<file path="config.mk">
export PLATFORM = sky130hd
export DESIGN_NAME = wts_watchdog
export DESIGN_NICKNAME = d
export VERILOG_FILES = /design/src/rtl/wts_pkg.sv /design/src/rtl/wts_watchdog.sv
export SDC_FILE = /design/constraint.sdc
export NUM_CORES = 1
export LEC_CHECK = 0
export ABC_AREA = 0
export ABC_CLOCK_PERIOD_IN_PS = 2600
export BUFFER_PORTS_ARGS = -buffer_cell sky130_fd_sc_hd__buf_2
export CAP_MARGIN = 10
export CORE_MARGIN = 5
export CORE_UTILIZATION = 40
export DETAILED_ROUTE_END_ITERATION = 16
export HOLD_SLACK_MARGIN = 0.05
export PLACE_DENSITY_LB_ADDON = 0.2
export SLEW_MARGIN = 25
export SYNTH_ARGS = -nofsm -noshare
export SYNTH_HDL_FRONTEND = slang
export SYNTH_SLANG_ARGS = --single-unit
</file>
<file path="constraint.sdc">
create_clock -name aclk -period 2.6 [get_ports aclk]
set_input_delay 0.39 -clock aclk [delete_from_list [all_inputs] [get_ports aclk]]
set_output_delay 0.39 -clock aclk [all_outputs]
set_load 0.02 [all_outputs]
</file>
<file path="src/rtl/wts_pkg.sv">
// Constants, register map and field layout of the watchdog service block
package wts_pkg;
  // ==========================================================
  // Bus
  localparam int AXI_DW = 32;
  localparam int AXI_SW = AXI_DW / 8;
  localparam logic [1:0] RESP_OKAY   = 2'h0;
  localparam logic [1:0] RESP_SLVERR = 2'h2;
  localparam logic [1:0] RESP_DECERR = 2'h3;

  // ==========================================================
  // Register indices; byte address is four times the index
  localparam logic [3:0] IDX_RELOAD_MODULUS   = 4'h0;
  localparam logic [3:0] IDX_WATCHDOG_CONTROL = 4'h2;
  localparam logic [3:0] IDX_SERVICE_KEY      = 4'h4;
  localparam logic [3:0] IDX_COUNT_VIEW       = 4'h6;
  localparam int         IDX_LSB              = 2;

  // ==========================================================
  // Control register fields
  localparam int CTL_EN    = 0;
  localparam int CTL_CU    = 1;
  localparam int CTL_IE    = 2;
  localparam int CTL_IF    = 3;
  localparam int CTL_SEL   = 4;
  localparam int CTL_IS    = 7;
  localparam int CTL_DBG   = 8;
  localparam int CTL_STOP  = 9;
  localparam int CTL_DOZE  = 10;
  localparam int CTL_WAIT  = 11;

  // ==========================================================
  // Reset values and keys
  localparam logic [15:0] MODULUS_RST = 16'hffff;
  localparam logic [15:0] KEY_FIRST   = 16'h5555;
  localparam logic [15:0] KEY_SECOND  = 16'haaaa;
  localparam logic [2:0]  SEL_RST     = 3'h0;

  // ==========================================================
  // Timing
  localparam int          CLK_HZ      = 100_000_000;
  localparam int          WD_SRC_HZ   = 128_000;
  localparam int          BASE_DIV    = CLK_HZ / WD_SRC_HZ;
  localparam logic [11:0] PRE_DIV_MAX = 12'h800;

  // Mode pin order
  localparam int MODE_WAIT  = 0;
  localparam int MODE_DOZE  = 1;
  localparam int MODE_STOP  = 2;
  localparam int MODE_DEBUG = 3;
endpackage

</file>
<file path="src/rtl/wts_watchdog.sv">
// Watchdog down-counter with key service sequence, behind an AXI4-Lite slave
//
// Added by the designer: the AXI4-Lite slave port.
`timescale 1ns/1ns
// What this block does
// - Four registers at indices 0,2,4,6; user access to first two errors.
// - Modulus write loads counter at once and serves later reloads; resets 0xffff.
// - Completed service sequence reloads the 16-bit counter from stored modulus.
// - Wait, doze, stop halt bits set by reset; one halts counting in mode.
// - Debug halt bit stops counting in debug; registers stay accessible.
// - Toggling debug halt bit inside debug starts or stops the counter.
// - Read-only pending status bit is 1 while interrupt status is uncleared.
// - Divider select picks 128 kHz over 2048 down to over 16.
// - Writing one to the interrupt flag clears it.
// - Interrupt enable selects interrupt mode; cleared by hardware on interrupt.
// - Commit bit copies divider select and modulus into working latches.
// - Enable bit starts counting; zero keeps the watchdog disabled.
// - Missed service raises system reset or interrupt.
// - Other bus traffic between the two keys does not break the sequence.
// - Any other value written restarts the service sequence.
// - Count register reads live count; writes ignored without error.
// - Counter counts down freely and times out on underflow.
// - After a stop halt, counting resumes from the held state.
module wts_watchdog #(
  parameter int AW = 8
) (
  // Clock and reset
  input  wire logic                           aclk,
  input  wire logic                           aresetn,
  // AXI4-Lite write address
  input  wire logic [AW-1:0]                  s_axi_awaddr,
  input  wire logic [2:0]                     s_axi_awprot,
  input  wire logic                           s_axi_awvalid,
  output logic                                s_axi_awready,
  // AXI4-Lite write data
  input  wire logic [wts_pkg::AXI_DW-1:0]     s_axi_wdata,
  input  wire logic [wts_pkg::AXI_SW-1:0]     s_axi_wstrb,
  input  wire logic                           s_axi_wvalid,
  output logic                                s_axi_wready,
  // AXI4-Lite write response
  output logic [1:0]                          s_axi_bresp,
  output logic                                s_axi_bvalid,
  input  wire logic                           s_axi_bready,
  // AXI4-Lite read address
  input  wire logic [AW-1:0]                  s_axi_araddr,
  input  wire logic [2:0]                     s_axi_arprot,
  input  wire logic                           s_axi_arvalid,
  output logic                                s_axi_arready,
  // AXI4-Lite read data
  output logic [wts_pkg::AXI_DW-1:0]          s_axi_rdata,
  output logic [1:0]                          s_axi_rresp,
  output logic                                s_axi_rvalid,
  input  wire logic                           s_axi_rready,
  // Processor power and debug modes
  input  wire logic                           wait_mode,
  input  wire logic                           doze_mode,
  input  wire logic                           stop_mode,
  input  wire logic                           debug_mode,
  // Timeout outputs
  output logic                                wdt_irq,
  output logic                                wdt_sys_reset
);
  import wts_pkg::*;

  // ==========================================================
  // State
  typedef struct packed {
    logic [15:0]        modulus_value;
    logic [15:0]        work_modulus;
    logic [15:0]        live_count;
    logic [2:0]         tick_divider_select;
    logic [2:0]         work_select;
    logic               enable;
    logic               irq_mode_enable;
    logic               irq_flag;
    logic               halt_in_debugger;
    logic               halt_in_stop;
    logic               halt_in_doze;
    logic               halt_in_wait;
    logic               commit_pending;
    logic               key_armed;
    logic [9:0]         base_cnt;
    logic [10:0]        pre_cnt;
    logic [3:0]         mode_s1;
    logic [3:0]         mode_s2;
    logic [3:0]         mode_s3;
    logic [3:0]         modes;
    logic               sys_reset;
    logic               aw_have;
    logic               w_have;
    logic [AW-1:0]      awaddr;
    logic               awpriv;
    logic [AXI_DW-1:0]  wdata;
    logic [AXI_SW-1:0]  wstrb;
    logic               awready;
    logic               wready;
    logic               bvalid;
    logic [1:0]         bresp;
    logic               arready;
    logic               rvalid;
    logic [1:0]         rresp;
    logic [AXI_DW-1:0]  rdata;
  } wts_state_t;

  wts_state_t s_q;
  wts_state_t s_d;

  // ==========================================================
  // Helpers
  // Decode a byte address to a register index; unmapped gives 0 valid
  function automatic logic decode_hit(input logic [AW-1:0] addr, input logic [3:0] idx);
    decode_hit = (addr == AW'({idx, 2'h0}) << (IDX_LSB - 2));
  endfunction

  function automatic logic mapped(input logic [AW-1:0] addr);
    mapped = decode_hit(addr, IDX_RELOAD_MODULUS) | decode_hit(addr, IDX_WATCHDOG_CONTROL) |
             decode_hit(addr, IDX_SERVICE_KEY) | decode_hit(addr, IDX_COUNT_VIEW);
  endfunction

  // Byte-lane merge into a 16-bit register
  function automatic logic [15:0] merge16(input logic [15:0] old, input logic [31:0] data,
                                          input logic [3:0] strb);
    merge16 = {strb[1] ? data[15:8] : old[15:8], strb[0] ? data[7:0] : old[7:0]};
  endfunction

  function automatic logic [15:0] control_view(input wts_state_t s);
    logic [15:0] v;
    v = 16'h0000;
    v[CTL_EN]             = s.enable;
    v[CTL_IE]             = s.irq_mode_enable;
    v[CTL_IF]             = s.irq_flag;
    v[CTL_SEL +: 3]       = s.tick_divider_select;
    v[CTL_IS]             = s.irq_flag;
    v[CTL_DBG]            = s.halt_in_debugger;
    v[CTL_STOP]           = s.halt_in_stop;
    v[CTL_DOZE]           = s.halt_in_doze;
    v[CTL_WAIT]           = s.halt_in_wait;
    control_view = v;
  endfunction

  // ==========================================================
  // Next state
  always_comb begin
    logic        do_write;
    logic        wr_mod;
    logic        wr_ctl;
    logic        wr_key;
    logic        priv_only;
    logic [15:0] wval;
    logic [15:0] cval;
    logic        halted;
    logic        base_tick;
    logic        cnt_tick;
    logic [10:0] pre_last;
    do_write  = 1'b0;
    wr_mod    = 1'b0;
    wr_ctl    = 1'b0;
    wr_key    = 1'b0;
    priv_only = 1'b0;
    wval      = 16'h0000;
    cval      = 16'h0000;
    halted    = 1'b0;
    base_tick = 1'b0;
    cnt_tick  = 1'b0;
    pre_last  = 11'h000;
    s_d       = s_q;

    // Mode pins: three flops, change taken once the last two agree
    s_d.mode_s1 = {debug_mode, stop_mode, doze_mode, wait_mode};
    s_d.mode_s2 = s_q.mode_s1;
    s_d.mode_s3 = s_q.mode_s2;
    // Old value held while stages differ, so a metastable sample never counts
    s_d.modes   = (s_q.mode_s3 & ~(s_q.mode_s2 ^ s_q.mode_s3)) |
                  (s_q.modes & (s_q.mode_s2 ^ s_q.mode_s3));

    // ---------------- write channel
    if (s_axi_awvalid && s_q.awready) begin
      s_d.aw_have = 1'b1;
      s_d.awaddr  = s_axi_awaddr;
      s_d.awpriv  = s_axi_awprot[0];
    end
    if (s_axi_wvalid && s_q.wready) begin
      s_d.w_have = 1'b1;
      s_d.wdata  = s_axi_wdata;
      s_d.wstrb  = s_axi_wstrb;
    end
    if (s_q.bvalid && s_axi_bready) begin
      s_d.bvalid = 1'b0;
    end
    if (s_q.aw_have && s_q.w_have && !s_q.bvalid) begin
      s_d.aw_have = 1'b0;
      s_d.w_have  = 1'b0;
      s_d.bvalid  = 1'b1;
      priv_only   = decode_hit(s_q.awaddr, IDX_RELOAD_MODULUS) |
                    decode_hit(s_q.awaddr, IDX_WATCHDOG_CONTROL);
      if (!mapped(s_q.awaddr)) begin
        s_d.bresp = RESP_DECERR;
      end else if (priv_only && !s_q.awpriv) begin
        s_d.bresp = RESP_SLVERR;
      end else begin
        s_d.bresp = RESP_OKAY;
        do_write  = 1'b1;
      end
    end
    wr_mod = do_write && decode_hit(s_q.awaddr, IDX_RELOAD_MODULUS);
    wr_ctl = do_write && decode_hit(s_q.awaddr, IDX_WATCHDOG_CONTROL);
    wr_key = do_write && decode_hit(s_q.awaddr, IDX_SERVICE_KEY);
    s_d.awready = !s_d.aw_have && !s_d.bvalid;
    s_d.wready  = !s_d.w_have && !s_d.bvalid;

    // ---------------- read channel
    if (s_q.rvalid && s_axi_rready) begin
      s_d.rvalid = 1'b0;
    end
    if (s_axi_arvalid && s_q.arready) begin
      s_d.rvalid = 1'b1;
      s_d.rdata  = '0;
      s_d.rresp  = RESP_OKAY;
      if (!mapped(s_axi_araddr)) begin
        s_d.rresp = RESP_DECERR;
      end else if ((decode_hit(s_axi_araddr, IDX_RELOAD_MODULUS) ||
                    decode_hit(s_axi_araddr, IDX_WATCHDOG_CONTROL)) && !s_axi_arprot[0]) begin
        s_d.rresp = RESP_SLVERR;
      end else if (decode_hit(s_axi_araddr, IDX_RELOAD_MODULUS)) begin
        s_d.rdata[15:0] = s_q.modulus_value;
      end else if (decode_hit(s_axi_araddr, IDX_WATCHDOG_CONTROL)) begin
        s_d.rdata[15:0] = control_view(s_q);
      end else if (decode_hit(s_axi_araddr, IDX_COUNT_VIEW)) begin
        s_d.rdata[15:0] = s_q.live_count;
      end
    end
    s_d.arready = !s_d.rvalid;

    // ---------------- register effects
    if (wr_mod) begin
      wval              = merge16(s_q.modulus_value, s_q.wdata, s_q.wstrb);
      s_d.modulus_value = wval;
      s_d.work_modulus  = wval;
      s_d.live_count    = wval;
      s_d.pre_cnt       = '0;
    end
    if (wr_ctl) begin
      cval                    = merge16(control_view(s_q), s_q.wdata, s_q.wstrb);
      s_d.enable              = cval[CTL_EN];
      s_d.irq_mode_enable     = cval[CTL_IE];
      s_d.tick_divider_select = cval[CTL_SEL +: 3];
      s_d.halt_in_debugger    = cval[CTL_DBG];
      s_d.halt_in_stop        = cval[CTL_STOP];
      s_d.halt_in_doze        = cval[CTL_DOZE];
      s_d.halt_in_wait        = cval[CTL_WAIT];
      if (cval[CTL_IF] && s_q.wstrb[0]) begin
        s_d.irq_flag = 1'b0;
      end
      // commit taken at next watchdog tick
      if (cval[CTL_CU] && s_q.wstrb[0]) begin
        s_d.commit_pending = 1'b1;
      end
    end
    if (wr_key) begin
      wval = (s_q.wstrb[1:0] == 2'h3) ? s_q.wdata[15:0] : 16'h0000;
      if (wval == KEY_FIRST) begin
        s_d.key_armed = 1'b1;
      end else if (wval == KEY_SECOND && s_q.key_armed) begin
        s_d.key_armed  = 1'b0;
        s_d.live_count = s_q.work_modulus;
        s_d.pre_cnt    = '0;
      end else if (wval != KEY_SECOND) begin
        s_d.key_armed = 1'b0;
      end
    end

    // ---------------- watchdog rate
    // only the commit lands on 128 kHz enable edges; other bus effects land at once
    base_tick    = (s_q.base_cnt == 10'(BASE_DIV - 1));
    s_d.base_cnt = base_tick ? 10'h000 : s_q.base_cnt + 10'h001;
    // Counting pauses while a commit waits, so old and new divisors never mix
    if (base_tick && s_q.commit_pending) begin
      s_d.commit_pending = 1'b0;
      s_d.work_select    = s_q.tick_divider_select;
      s_d.work_modulus   = s_q.modulus_value;
      s_d.pre_cnt        = '0;
    end

    // Prescaler phase is kept over a halt, so resuming loses no time
    // mode halts
    halted = (s_q.modes[MODE_WAIT]  && s_q.halt_in_wait) ||
             (s_q.modes[MODE_DOZE]  && s_q.halt_in_doze) ||
             (s_q.modes[MODE_STOP]  && s_q.halt_in_stop) ||
             (s_q.modes[MODE_DEBUG] && s_q.halt_in_debugger);

    // divide by 2048 shifted down by select
    pre_last = 11'((PRE_DIV_MAX >> s_q.work_select) - 12'h001);
    if (base_tick && s_q.enable && !halted && !s_q.commit_pending && !wr_mod && !wr_key) begin
      if (s_q.pre_cnt == pre_last) begin
        s_d.pre_cnt = '0;
        cnt_tick    = 1'b1;
      end else begin
        s_d.pre_cnt = s_q.pre_cnt + 11'h001;
      end
    end

    if (cnt_tick) begin
      if (s_q.live_count == 16'h0000) begin
        s_d.live_count = s_q.work_modulus;
        if (s_q.irq_mode_enable) begin
          s_d.irq_flag        = 1'b1;
          s_d.irq_mode_enable = 1'b0;
        end else begin
          // reset mode
          // Request stays up until bus reset; the reset controller releases it
          s_d.sys_reset = 1'b1;
        end
      end else begin
        s_d.live_count = s_q.live_count - 16'h0001;
      end
    end
  end

  // ==========================================================
  // Registers
  always_ff @(posedge aclk) begin
    if (!aresetn) begin
      s_q                     <= '0;
      s_q.modulus_value       <= MODULUS_RST;
      s_q.work_modulus        <= MODULUS_RST;
      s_q.live_count          <= MODULUS_RST;
      s_q.tick_divider_select <= SEL_RST;
      s_q.work_select         <= SEL_RST;
      s_q.halt_in_stop        <= 1'b1;
      s_q.halt_in_doze        <= 1'b1;
      s_q.halt_in_wait        <= 1'b1;
    end else begin
      s_q <= s_d;
    end
  end

  // ==========================================================
  // Outputs, each straight from a flop
  assign s_axi_awready = s_q.awready;
  assign s_axi_wready  = s_q.wready;
  assign s_axi_bvalid  = s_q.bvalid;
  assign s_axi_bresp   = s_q.bresp;
  assign s_axi_arready = s_q.arready;
  assign s_axi_rvalid  = s_q.rvalid;
  assign s_axi_rresp   = s_q.rresp;
  assign s_axi_rdata   = s_q.rdata;
  assign wdt_irq       = s_q.irq_flag;
  assign wdt_sys_reset = s_q.sys_reset;
endmodule

</file>
==> results of run 1 <==
==> sequential cells by signal, indices dropped and copies added, names as in the netlist, named ones only <==
name / count
wdt_sys_reset: 1
s_axi_wready: 1
s_q: 116
s_d: 8
wdt_irq: 1
s_axi_rvalid: 1
s_axi_rdata: 16
s_axi_awready: 1
s_axi_bvalid: 1
s_axi_arready: 1
s_axi_bresp: 2
s_axi_rresp: 2
==> kinds of logic after synthesis <==
logic type	Yosys count
AOI/OAI and AO/OA	186
and+or+nand+nor	384
xor gates and xnor gates	24
buffers and inverters	111
other	1
DFF	155
adders and majority gates	5
muxes	68
==> per-stage QoR <==
stage / cell area (sq um) / hold slack [ps] / power, mW
after CTS: 9009 / 152.1 / 5.453
final: 9051 / 167.7 / 5.400
after global routing: 9051 / 163.5 / 5.593
after detailed placement: 8392 / 419.1 / 2.815
after floorplan: 7819 / 411.9 / 2.715
after global placement: 8392 / 415.4 / 2.813
==> timing repair <==
item                                    4_1_cts  5_1_grt
hold buffers                                  0        0
resized for setup                             0       10
buffers inserted                              0        0
endpoints found under the setup margin        0       14
==> area by class of cell <==
type | instances | share of cell area, %
tap | 260 | 3.594
inverter | 23 | 0.9538
multi-input combinational | 683 | 46.27
clock inverter | 11 | 1.880
clock buffer | 20 | 4.935
sequential | 155 | 34.30
timing repair buffer | 118 | 8.073
==> cells in the final DEF (no fill, tap or decap), types with 25 or more instances in the layout <==
master,instances
nand3_1,26
buf_2,72
dfxtp_1,154
nor2_1,55
nand2_1,177
o21ai_0,34
a21oi_1,38
buf_4,44
and2_1,25
a22oi_1,31
mux2i_1,44
==> layer usage <==
layer | wire length [um] | vias up | part of all wire, %
li1 | - | 3326 | -
met3 | 1044 | 23 | 5.3
met1 | 10140 | 2978 | 51
met4 | 315 | 0 | 1.6
met5 | 0 | - | 0
met2 | 8302 | 163 | 42
==> power by group through the flow <==
stage,clock [mW],combinational (mW),sequential (mW)
floorplan,0,0.208,2.51
finish,2.63,0.317,2.45
detailed placement,0,0.314,2.50
CTS,2.69,0.315,2.45
global placement,0,0.313,2.50
global route,2.79,0.353,2.45
==> worst max-delay path, cell delays in order (launching register included) <==
cell       delay [ps]
dfxtp_1           370
nand3_1           120
ha_2              240
and3_1            210
a211o_1           260
a2111oi_4         450
o2111ai_4         180
buf_12            210
mux2_2            230
nand2_1            50
==> worst max-delay path by stage <==
| stage | slack [ps] | endpoint | from |
|---|---|---|---|
| after floorplan | 20 | s_q[156] | s_q[137] |
| after global placement | 70 | s_q[156] | s_q[137] |
| after detailed placement | 40 | s_q[156] | s_q[137] |
| after CTS | 20 | s_q[156] | s_q[137] |
| after global routing | 2 | s_q[156] | s_q[136] |
| final | 120 | s_q[155] | s_q[135] |
==> results.toml, run 1 <==
[status]
status = "finished clean"

[power_and_ir_drop]
power_density_mw_per_mm2 = 596.7
total_leakage_power_nw = 3.828
p_sw_mw = 1.239
max-vdd-ir-drop_v = 0.0004601
netSwitchingFraction_pct = 22.95
clkPwrFrac_pct = 48.8
p_int_mw = 4.161
comb_power_share_pct = 5.9
power_frac_seq_pct = 45.4

[final_layout]
syn_to_final_growth_pct = 16.98
post-route-util_pct = 47.91
layout-drive-gt1-share_pct = 17.23
fillers = 1885
fin_cells = 1270
diodes = 0
seqCellArea_sq_mm = 0.003104
multi_input_area_sq_mm = 0.004188
nets = 1072

[sta]
post-route-period-util_pct = 95.21
relSlewSlack_pct = 48.33
drv_slew = 0
rsz0062_at_grt = "false"
worst_pin_slew_ps = 769.8
fin_setup_tns_ps = 0
hold_viol = 0
finClkSkew_ps = 9.427
fmax_ghz = 0.4040
setup_viol = 0
postLayoutSetupSlackWorst_ps = 124.5
min_period_ps = 2476

[synthesis]
synth.top_cells.by_area = "dfxtp_1, nand2_1, mux2i_1"
yosys-mux-area-fraction_pct = 9.185
synth_common_cells = "nand2_1, dfxtp_1, nor2_1, mux2i_1, clkbuf_1"
syn_inst = 934
synth-simple-area-share_pct = 24.26
synth_async_sr_flop_share_pct = 0
syn_area_sq_mm = 0.007737
yosysTopAreaCell = "dfxtp_1"
synth_enable_flop_cells = 0
synth_top_family_by_area = "simple AND/OR/NAND/NOR gates"
synth_top_area_share_pct = 40.10
synthFlopType = "dfxtp_1"
ys_ff_latch = 155
syn_avg_cell_area_sq_um = 8.284
synth_compound_area_share_pct = 15.48
synth_fa_ha_area_share_pct = 0.8085
synth-xor-area-share_pct = 2.717
ys_warn_count = 0
synth_cell_types = 65
ys_seq_area_share_pct = 40.10
yosysMostFrequentCell = "nand2_1"

[detailed_routing]
wl_mm = 19.81
drtIter0Drc = 391
viasPerCell = 5.110
first_pass_iters = 5
vias = 6490
detail-route-antenna-nets = 0
routedWlPerCell_um = 15.60
drc = 0

[global_route]
grt_pass1_vias = 6138
use_met1_pct = 26.07
grtUsageTotal_pct = 18.03
grt-busiest-layer = "met2"
grt_remaining_overflow = 0
use_met2_pct = 26.48
grt_pass1_wl_mm = 32.04
met3_usage_pct = 3.707
grt_max_degree = 56
grt_antenna_before_repair = 0

[cts]
root_buffer = "clkbuf_16"
cts-buffers-inserted = 17
clock-sinks = 155
worstSkewPairLatency_ps = 420
h-tree-depth = 4
cts_buffer_depth = 2
cts_tree = "yes"
clkTransAtPathRegs_ps = 60

[floorplanning]
floorplan.initialDensity_pct = 40.95
row_count = 50
dieArea_sq_mm = 0.02222
core_region_area_sq_mm = 0.01889
die_w_um = 149.1
die_height_um = 149.1
io_pins = 112

[place]
post-place-cells = 1239
place_ws_ps = 44.57
io_buffer_count = 73
dp_hpwl_mm = 14.07
gp_congestion = 0.7865

[worst_setup_path]
cp-start-kind = "flip-flop"
rr_endpoint = "s_q[155]"
cp_max_fo = 28
reg2reg_from = "s_q[135]"
critical_path_required_ps = 2880
path_class = "flip-flop to flip-flop"
endpoint_kind = "flip-flop"
worstPathArrival_ps = 2760
regToRegSetupSlack_ps = 120
r2r_cells = 9

[min_path]
min_path_type = "input port to flip-flop"
hold_start = "stop_mode"
min_to = "s_d[99]"
hold_depth = 2

[flow_run]
maxCapViolCount = 0
Note: power is estimated with default switching activity, not from simulation.
==> run 2: changes to the inputs <==
Settings changed: ABC_CLOCK_PERIOD_IN_PS 2600 to default, CORE_MARGIN 5 to default, CTS_BUF_LIST from default to sky130_fd_sc_hd__clkbuf_16.
==> run 2 against run 1 <==
Final area rose by 0.70%. Clock-buffer cell count down 3. Via count increased by 1.7%. Sequential share of layout area decreased by 0.21 points. Non-clock buffer count up 7. Flip-flop and latch count did not move. Clock skew fell by 3.4 ps. Critical endpoint is now s_q[147].
==> results.toml, run 2 (same netlist as run 1, synthesis figures left out) <==
[global_route]
grt-busiest-layer = "met1"
met3_usage_pct = 3.668
grt_antenna_before_repair = 0
grt_pass1_vias = 5879
grt_remaining_overflow = 0
grt_max_degree = 69
grtUsageTotal_pct = 20.45
use_met2_pct = 29.81
grt_pass1_wl_mm = 31.75
use_met1_pct = 29.88

[power_and_ir_drop]
power_frac_seq_pct = 48.2
netSwitchingFraction_pct = 25.68
max-vdd-ir-drop_v = 0.0004843
p_sw_mw = 1.305
p_int_mw = 3.775
total_leakage_power_nw = 3.856
comb_power_share_pct = 6.2
p_total_mw = 5.080
power_density_mw_per_mm2 = 557.3
clkPwrFrac_pct = 45.5

[floorplanning]
die_w_um = 141.1
core_region_area_sq_mm = 0.01883
row_count = 50
io_pins = 112
die_height_um = 141.1
floorplan.initialDensity_pct = 41.09
dieArea_sq_mm = 0.01990

[worst_setup_path]
path_class = "flip-flop to flip-flop"
critical_path_required_ps = 2890
cp-start-kind = "flip-flop"
worstPathArrival_ps = 2850
endpoint_kind = "flip-flop"
cp_max_fo = 7

[sta]
relSlewSlack_pct = 53.05
drv_slew = 0
postLayoutSetupSlackWorst_ps = 44.00
rsz0062_at_grt = "true"
min_period_ps = 2556
setup_viol = 0
worst_pin_slew_ps = 699.5
post-route-period-util_pct = 98.31
finClkSkew_ps = 5.982
fin_setup_tns_ps = 0
hold_viol = 0
fmax_ghz = 0.3912

[detailed_routing]
wl_mm = 19.95
first_pass_iters = 7
drtIter0Drc = 380
detail-route-antenna-nets = 0
drc = 0
viasPerCell = 5.166
routedWlPerCell_um = 15.61
vias = 6602

[min_path]
min_path_type = "input port to flip-flop"

[place]
place_ws_ps = 40.61
io_buffer_count = 73
dp_hpwl_mm = 13.86
gp_congestion = 0.7798
dpl_cell_area_sq_mm = 0.008434

[cts]
cts_tree = "yes"
cts-buffers-inserted = 17
worstSkewPairLatency_ps = 430
clkTransAtPathRegs_ps = 70
clock-sinks = 155
h-tree-depth = 4
cts_hold_buf = 0
root_buffer = "clkbuf_16"
cts_buffer_depth = 2

[final_layout]
layout-drive-gt1-share_pct = 18.66
fin_area_sq_mm = 0.009115
max_flop_register = "s_q"
diodes = 0
final_common_cell = "nand2_1"
nets = 1079
final_cell_mix = "nand2_1, dfxtp_1, buf_2, nor2_1, buf_4"
post-route-util_pct = 48.41
largest_reg_flops = 116
syn_to_final_growth_pct = 17.80

[status]
status = "finished clean"

[flow_run]
maxCapViolCount = 0
[run 2: cell count changes in the layout (fill, tap and decap cells not counted), sizes merged]
| cell | before | now |
|---|---|---|
| clkinv | 5 | 9 |
| inv | 22 | 27 |
| clkinvlp | 3 | 2 |
| buf | 118 | 123 |
| clkbuf | 20 | 19 |
| bufinv | 4 | 0 |
[run 2: worst paths after layout]
check | to | from | depth (start not counted) | slack [ps]
setup / recovery | s_q[147] | s_q[135] | 9 | 40
hold / removal | s_d[98] | doze_mode | 2 | 160
setup reg to reg | s_q[147] | s_q[135] | 9 | 40
hold reg to reg | s_d[93] | s_d[97] | 1 | 430
[run 2: power by group through the flow]
| stage | clock network (mW) | registers (mW) | logic [mW] |
|---|---|---|---|
| after detailed placement | 0 | 2.50 | 0.317 |
| after floorplan | 0 | 2.51 | 0.208 |
| after global placement | 0 | 2.50 | 0.315 |
| final | 2.31 | 2.45 | 0.317 |
| after CTS | 2.37 | 2.45 | 0.318 |
| after global routing | 2.48 | 2.45 | 0.353 |
[run 2: final cells by class]
type,count,area [sq um]
multi-input combinational,683,4218
fill,1828,9716
inverter,23,86.33
sequential,155,3107
clock inverter,15,118.9
tap,260,325.3
timing repair buffer,125,834.6
clock buffer,17,425.4
[run 2: worst max-delay path, cell delays in order, from the launching register on]
cell	delay, ps
dfxtp_2	330
nand3b_1	200
ha_4	210
and3_4	150
a211o_1	290
a2111oi_4	450
o2111ai_4	260
clkbuf_16	240
mux2_2	230
nand2_1	50
[run 2: timing repair]
| action | in CTS | in global routing |
|---|---|---|
| endpoints found under the setup margin | 0 | 18 |
| resized for setup | 0 | 18 |
| setup buffers | 0 | 1 |
[run 2: metal layers]
| metal | vias to the layer above | wire length [um] |
|---|---|---|
| li1 | 3353 | - |
| met1 | 3024 | 10170 |
| met2 | 200 | 8571 |
| met3 | 25 | 927 |
| met4 | 0 | 274 |
| met5 | - | 0 |
[run 2: metrics by stage]
step / hold WS [ps] / instances
finish: 164.2 / 1278
global route: 150.5 / 1278
CTS: 146.9 / 1275
detailed placement: 421.2 / 1243
global placement: 418.4 / 1243
floorplan: 411.9 / 949
